--- config.mk ---
export PLATFORM = sky130hd
export DESIGN_NAME = tsa_sequencer
export DESIGN_NICKNAME = d
export VERILOG_FILES = /design/src/hw/tsa_pkg.sv /design/src/hw/tsa_sequencer.sv
export VERILOG_INCLUDE_DIRS = /design/src /design/src/hw
export SDC_FILE = /design/constraint.sdc
export NUM_CORES = 1
export LEC_CHECK = 0
export BUFFER_PORTS_ARGS = -buffer_cell sky130_fd_sc_hd__buf_2
export CAP_MARGIN = 20
export CORE_ASPECT_RATIO = 0.7
export CORE_UTILIZATION = 63
export CTS_CLUSTER_SIZE = 28
export DETAILED_ROUTE_END_ITERATION = 6
export GPL_ROUTABILITY_DRIVEN = 0
export PLACE_DENSITY = 0.84
export RECOVER_POWER = 100
export SYNTH_ARGS = -nofsm -noshare
export SYNTH_HDL_FRONTEND = slang
export SYNTH_SLANG_ARGS = --single-unit
--- constraint.sdc ---
create_clock -name sys_clk_in -period 4.7 [get_ports sys_clk_in]
set_input_delay 0.94 -clock sys_clk_in [delete_from_list [all_inputs] [get_ports sys_clk_in]]
set_output_delay 0.94 -clock sys_clk_in [all_outputs]
set_load 0.02 [all_outputs]
--- src/hw/tsa_defines.svh ---
// Timing and width constants for the triple-slope converter sequencer
`ifndef TSA_DEFINES_SVH
`define TSA_DEFINES_SVH
`define TSA_CLK_MHZ         125
`define TSA_INTEG_TIME_US   640
`define TSA_INTEG_CYCLES    (`TSA_INTEG_TIME_US * `TSA_CLK_MHZ)
`define TSA_SETTLE_CYCLES   16
`define TSA_MAG_W           16
`define TSA_COARSE_BIT      7
`endif

--- src/hw/tsa_pkg.sv ---
// Types of the triple-slope converter sequencer
package tsa_pkg;
  typedef enum logic [5:0] {
    TSA_ZERO    = 6'b00_0001,
    TSA_INTEG   = 6'b00_0010,
    TSA_PAUSE1  = 6'b00_0100,
    TSA_FAST    = 6'b00_1000,
    TSA_PAUSE2  = 6'b01_0000,
    TSA_SLOW    = 6'b10_0000
  } tsa_state_t;

  typedef struct packed {
    logic        sign;
    logic [15:0] mag;
  } tsa_result_t;

  typedef struct packed {
    logic zero_correction_phase;
    logic integrate_input;
    logic ref_fast;
    logic ref_slow;
    logic ref_negative;
  } tsa_switch_t;
endpackage

--- src/hw/tsa_sequencer.sv ---
// Phase sequencer and result counter of the triple-slope converter
`include "tsa_defines.svh"

module tsa_sequencer #(
  parameter int INTEG_CYCLES  = `TSA_INTEG_CYCLES,
  parameter int SETTLE_CYCLES = `TSA_SETTLE_CYCLES
) (
  input  wire logic                 sys_clk_in,
  input  wire logic                 rst_n_in,
  input  wire logic                 trigger_n_in,
  input  wire logic                 input_positive_in,
  input  wire logic                 preset_level_in,
  input  wire logic                 zero_return_input,
  output tsa_pkg::tsa_result_t      result_out,
  output tsa_pkg::tsa_switch_t      switch_out,
  output logic                      busy_out,
  output logic                      done_out
);

  // ==========================================================
  // Elaboration checks
  initial begin
    if (INTEG_CYCLES < 2 || INTEG_CYCLES > 1048575 || SETTLE_CYCLES < 1 || SETTLE_CYCLES > 1048575) begin
      $error("tsa_sequencer: cycle counts out of range");
    end
  end

  localparam logic [19:0] INTEG_LAST  = 20'(INTEG_CYCLES - 1);
  localparam logic [19:0] SETTLE_LAST = 20'(SETTLE_CYCLES - 1);

  // ==========================================================
  // Trigger edges
  tsa_pkg::tsa_state_t state;
  logic                trig_d;
  logic                trig_fall;
  logic                trig_rise;
  logic [19:0]         timer;
  logic                timer_done;
  logic [15:0]         count;
  logic                sign;

  assign trig_fall  = trig_d & ~trigger_n_in;
  assign trig_rise  = ~trig_d & trigger_n_in;
  assign timer_done = (state == tsa_pkg::TSA_INTEG) ? (timer == INTEG_LAST) : (timer == SETTLE_LAST);

  always_ff @(posedge sys_clk_in or negedge rst_n_in) begin
    if (!rst_n_in) begin
      trig_d <= 1'b1;
    end else begin
      trig_d <= trigger_n_in;
    end
  end

  // ==========================================================
  // Phase sequencer
  always_ff @(posedge sys_clk_in or negedge rst_n_in) begin
    if (!rst_n_in) begin
      state <= tsa_pkg::TSA_ZERO;
    end else begin
      case (state)
        tsa_pkg::TSA_ZERO: begin
          // Triggers mid-conversion are ignored; the host must wait
          if (trig_rise) begin
            state <= tsa_pkg::TSA_INTEG;
          end
        end
        tsa_pkg::TSA_INTEG: begin
          if (timer_done) begin
            state <= tsa_pkg::TSA_PAUSE1;
          end
        end
        tsa_pkg::TSA_PAUSE1: begin
          if (timer_done) begin
            state <= tsa_pkg::TSA_FAST;
          end
        end
        tsa_pkg::TSA_FAST: begin
          if (preset_level_in) begin
            state <= tsa_pkg::TSA_PAUSE2;
          end
        end
        tsa_pkg::TSA_PAUSE2: begin
          if (timer_done) begin
            state <= tsa_pkg::TSA_SLOW;
          end
        end
        tsa_pkg::TSA_SLOW: begin
          if (zero_return_input) begin
            state <= tsa_pkg::TSA_ZERO;
          end
        end
        default: begin
          state <= tsa_pkg::TSA_ZERO;
        end
      endcase
    end
  end

  // ==========================================================
  // Phase timer, cycle based
  always_ff @(posedge sys_clk_in or negedge rst_n_in) begin
    if (!rst_n_in) begin
      timer <= 20'h0_0000;
    end else if ((state == tsa_pkg::TSA_INTEG || state == tsa_pkg::TSA_PAUSE1 ||
                  state == tsa_pkg::TSA_PAUSE2) && !timer_done) begin
      timer <= timer + 20'h0_0001;
    end else begin
      timer <= 20'h0_0000;
    end
  end

  // ==========================================================
  // Result counter
  // Fast phase adds at the coarse bit; saturates so full scale reads all ones
  always_ff @(posedge sys_clk_in or negedge rst_n_in) begin
    if (!rst_n_in) begin
      count <= 16'h0000;
      sign  <= 1'b0;
    end else if (state == tsa_pkg::TSA_ZERO && trig_fall) begin
      count <= 16'h0000;
    end else if (state == tsa_pkg::TSA_INTEG && timer_done) begin
      sign <= input_positive_in;
    end else if (state == tsa_pkg::TSA_FAST && !preset_level_in) begin
      if (count[15:`TSA_COARSE_BIT] != 9'h1FF) begin
        count <= count + (16'h0001 << `TSA_COARSE_BIT);
      end
    end else if (state == tsa_pkg::TSA_SLOW && !zero_return_input) begin
      if (count != 16'hFFFF) begin
        count <= count + 16'h0001;
      end
    end
  end

  // ==========================================================
  // Outputs
  always_ff @(posedge sys_clk_in or negedge rst_n_in) begin
    if (!rst_n_in) begin
      result_out <= '0;
      busy_out   <= 1'b0;
      done_out   <= 1'b0;
    end else begin
      done_out <= 1'b0;
      if (state == tsa_pkg::TSA_ZERO && trig_rise) begin
        busy_out <= 1'b1;
      end else if (state == tsa_pkg::TSA_SLOW && zero_return_input) begin
        result_out.sign <= sign;
        result_out.mag  <= count;
        busy_out        <= 1'b0;
        done_out        <= 1'b1;
      end
    end
  end

  always_ff @(posedge sys_clk_in or negedge rst_n_in) begin
    if (!rst_n_in) begin
      // Idle is zero correction from the very first cycle
      switch_out <= 5'b1_0000;
    end else begin
      switch_out.zero_correction_phase <= (state == tsa_pkg::TSA_ZERO);
      switch_out.integrate_input       <= (state == tsa_pkg::TSA_INTEG);
      switch_out.ref_fast              <= (state == tsa_pkg::TSA_FAST);
      switch_out.ref_slow              <= (state == tsa_pkg::TSA_SLOW);
      // Discharge reference opposes the input polarity
      switch_out.ref_negative          <= sign;
    end
  end

endmodule // tsa_sequencer

==> impl_metrics.ini <==
[clocking]
clk_latency_ns = 0.34
cts_resized = 0
cts_tree = done
cts_setup_buffers = 0
clk_pin_slew_worst_paths_ns = 0.08
cts_buffer_depth = 2
cts.sinks = 68
h-tree-depth = 3
cts-buffers-inserted = 9
root_buffer = clkbuf_8
cts_hold_buf = 0

[worst_setup_path]
crit_top_cell = or4_1
cp-start-kind = register
reg2reg_depth = 5
worstSetupPathType = register to register
crit_fanout = 9
path_cells = or4_1 -> nor3_1 -> mux2_1 -> or4_1 -> a21oi_1
cp-endpoint = count[11]$_DFFE_PN0P_
crit_required_ns = 4.97
r2r-start = state[4]$_DFFE_PN0P_
max_stage_delay_ns = 0.93
end_kind = register
worstPathArrival_ns = 3.40
r2r-end = count[11]$_DFFE_PN0P_
reg2reg_slack_ns = 1.56
cp_slowest_cell = nor3_1
startpoint = state[4]$_DFFE_PN0P_

[status]
outcome = finished with violations
violations = max-capacitance violations, max-slew violations

[place]
placed_area_um2 = 3490
hpwl_um = 4740
io_buffers = 29

[logic_synthesis]
yosys.area_share.simple = 0.242
synth-seq-cells = 68
ys_warn_count = 0
synth_cell_types = 48
synth_adder_area_share = 0.0152
synth_compound_area_frac = 0.0697
synthCells = 316
synth_fp_nets = 326
yosys-top-cells-count = 65 x dfrtp_1, 35 x nor2_1, 24 x nand2_1
synth_edf_count = 0
synth_top_area_share = 0.493
ys_seq_area_frac = 0.517
synthMostInstantiatedCell = dfrtp_1
synth_ff_type = dfrtp_1
syn_area_um2 = 3300
synth.mux.area_fraction = 0.0770
syn_area_per_cell_um2 = 10.4
synth_xor_area_frac = 0.0531
synth_largest_area_cell = dfrtp_1
synth_area_leaders = dfrtp_1 49%, mux2_2 6.5%, nor2_1 4.0%, xor2_1 3.4%, nand3_1 2.9%
async_flop_share = 1.00
synth_top_family_by_area = simple AND/OR/NAND/NOR gates

[sta]
setup_tns_ns = 0
slew_headroom = -0.332
rsz0062_at_grt = no
clock.fmax_mhz = 319
tightestPinTransition_ns = 2.00
hold_viol = 0
setup-violations-final = 0
fin_crit_sh = 0.667
timing.final.max_slew_violations = 40
period_minus_slack_ns = 3.14
fin_skew_ns = 0.0104

[drt]
vias_per_cell = 6.13
drc_errors = 0
drt-wirelength-per-cell_um = 15.9
vias = 2587
wl_um = 6710
ant_nets = 0
drtIter0Drc = 395
dr.pass1.iters = 5

[die]
design.die.area_um2 = 5540
initial_core_util = 0.672
die_w_um = 88.5
core_um2 = 4910
die_h_um = 62.6
num_rows = 21
num_io_pins = 30

[grt]
gr-usage-all-layers = 0.278
antenna_found_initial = 0
grt_pass1_wl_um = 11400
grt_pass1_vias = 2403
grt-ovfl-total = 0
grt_max_degree = 40

[layout]
num-nets-final = 358
fin_area_um2 = 3680
insertedDiodeCount = 0
layout-drive-gt1-share = 0.144
syn_to_final_growth_pct = 11.4

[power]
p_leak_uw = 0.00164
peakVddDrop_v = 0.000193
p_per_area_nw_per_um2 = 354

[hold_path]
hold_class = register to register

[run]
drv_cap = 1
[worst max-delay path: cells and delay by family, from the launching register on]
kind            cells  cell delay [ns]
simple gates        3             1.95
compound gates      1             0.18
flops               1             0.46
mux                 1             0.48
[layer usage]
layer | global-route usage | vias to the layer above | wire [µm]
met2 | 0.380 | 139 | 2780
met3 | 0.0779 | 13 | 600
met1 | 0.424 | 1231 | 3220
met4 | 0.101 | 0 | 112
met5 | 0 | - | 0
li1 | - | 1204 | -
[per-stage QoR]
stage / hold slack (ns) / setup slack (ns) / instances / power (µW) / util
2_1_floorplan: 0.365 / 2.26 / 316 / 734 / -
3_5_place_dp: 0.389 / 2.07 / 406 / 765 / 0.710
3_3_place_gp: 0.378 / 2.11 / 406 / 762 / 0.710
5_1_grt: 0.421 / 1.48 / 422 / 1360 / 0.748
4_1_cts: 0.404 / 2.16 / 422 / 1320 / 0.758
6_report: 0.400 / 1.56 / 422 / 1300 / 0.748
[how the worst min path moves through the flow]
| stage | end | start | cells after the start | slack [ns] |
|---|---|---|---|---|
| after floorplan | switch_out[0]$_DFF_PN0_ | sign$_DFFE_PN0P_ | 0 | 0.37 |
| after global placement | switch_out[0]$_DFF_PN0_ | sign$_DFFE_PN0P_ | 0 | 0.38 |
| after detailed placement | switch_out[0]$_DFF_PN0_ | sign$_DFFE_PN0P_ | 0 | 0.39 |
| after CTS | switch_out[0]$_DFF_PN0_ | sign$_DFFE_PN0P_ | 0 | 0.40 |
| after global routing | switch_out[0]$_DFF_PN0_ | sign$_DFFE_PN0P_ | 0 | 0.42 |
| final | switch_out[0]$_DFF_PN0_ | sign$_DFFE_PN0P_ | 0 | 0.40 |
[cell usage in the layout (no fill, tap or decap), types with 3 or more instances in the layout]
cell,count
a21oi_1,8
nor2_1,35
and3_1,7
buf_2,3
nand3_1,19
nor3_1,12
xor2_1,13
dfrtp_1,65
and4_1,6
clkbuf_8,12
mux2_2,18
nand2b_1,4
xnor2_1,7
nor4_1,11
nand4_1,10
o21ai_0,12
inv_1,10
nand2_1,24
ha_1,4
mux2i_1,4
or4_1,4
dfstp_2,3
clkbuf_1,27
[state kept, by name (all words and copies together) (netlist names)]
signal / cells
state: 6
done_out: 1
trig_d: 1
timer: 20
count: 16
switch_out: 5
result_out: 17
sign: 1
busy_out: 1
[power by group]
| part | internal, µW | switching, µW | leakage [µW] |
|---|---|---|---|
| logic | 34.9 | 87.1 | 0.000595 |
| clock network | 342 | 214 | 0.000116 |
| registers | 608 | 16.2 | 0.000929 |
[area by class of cell]
class | count | area, µm²
Sequential cell | 68 | 1710
Multi-Input combinational cell | 229 | 1490
Fill cell | 355 | 1240
Clock buffer | 13 | 169
Timing Repair Buffer | 30 | 120
Tap cell | 69 | 86.3
Clock inverter | 3 | 67.6
Inverter | 10 | 37.5
[cells by family after synthesis]
kind of cell,count (synthesis)
buffers and inverters,19
AOI/OAI and AO/OA,34
adders and majority gates,4
xor gates and xnor gates,20
and+or+nand+nor,148
DFF,68
muxes,23
Note: power is estimated with default switching activity, not from simulation.
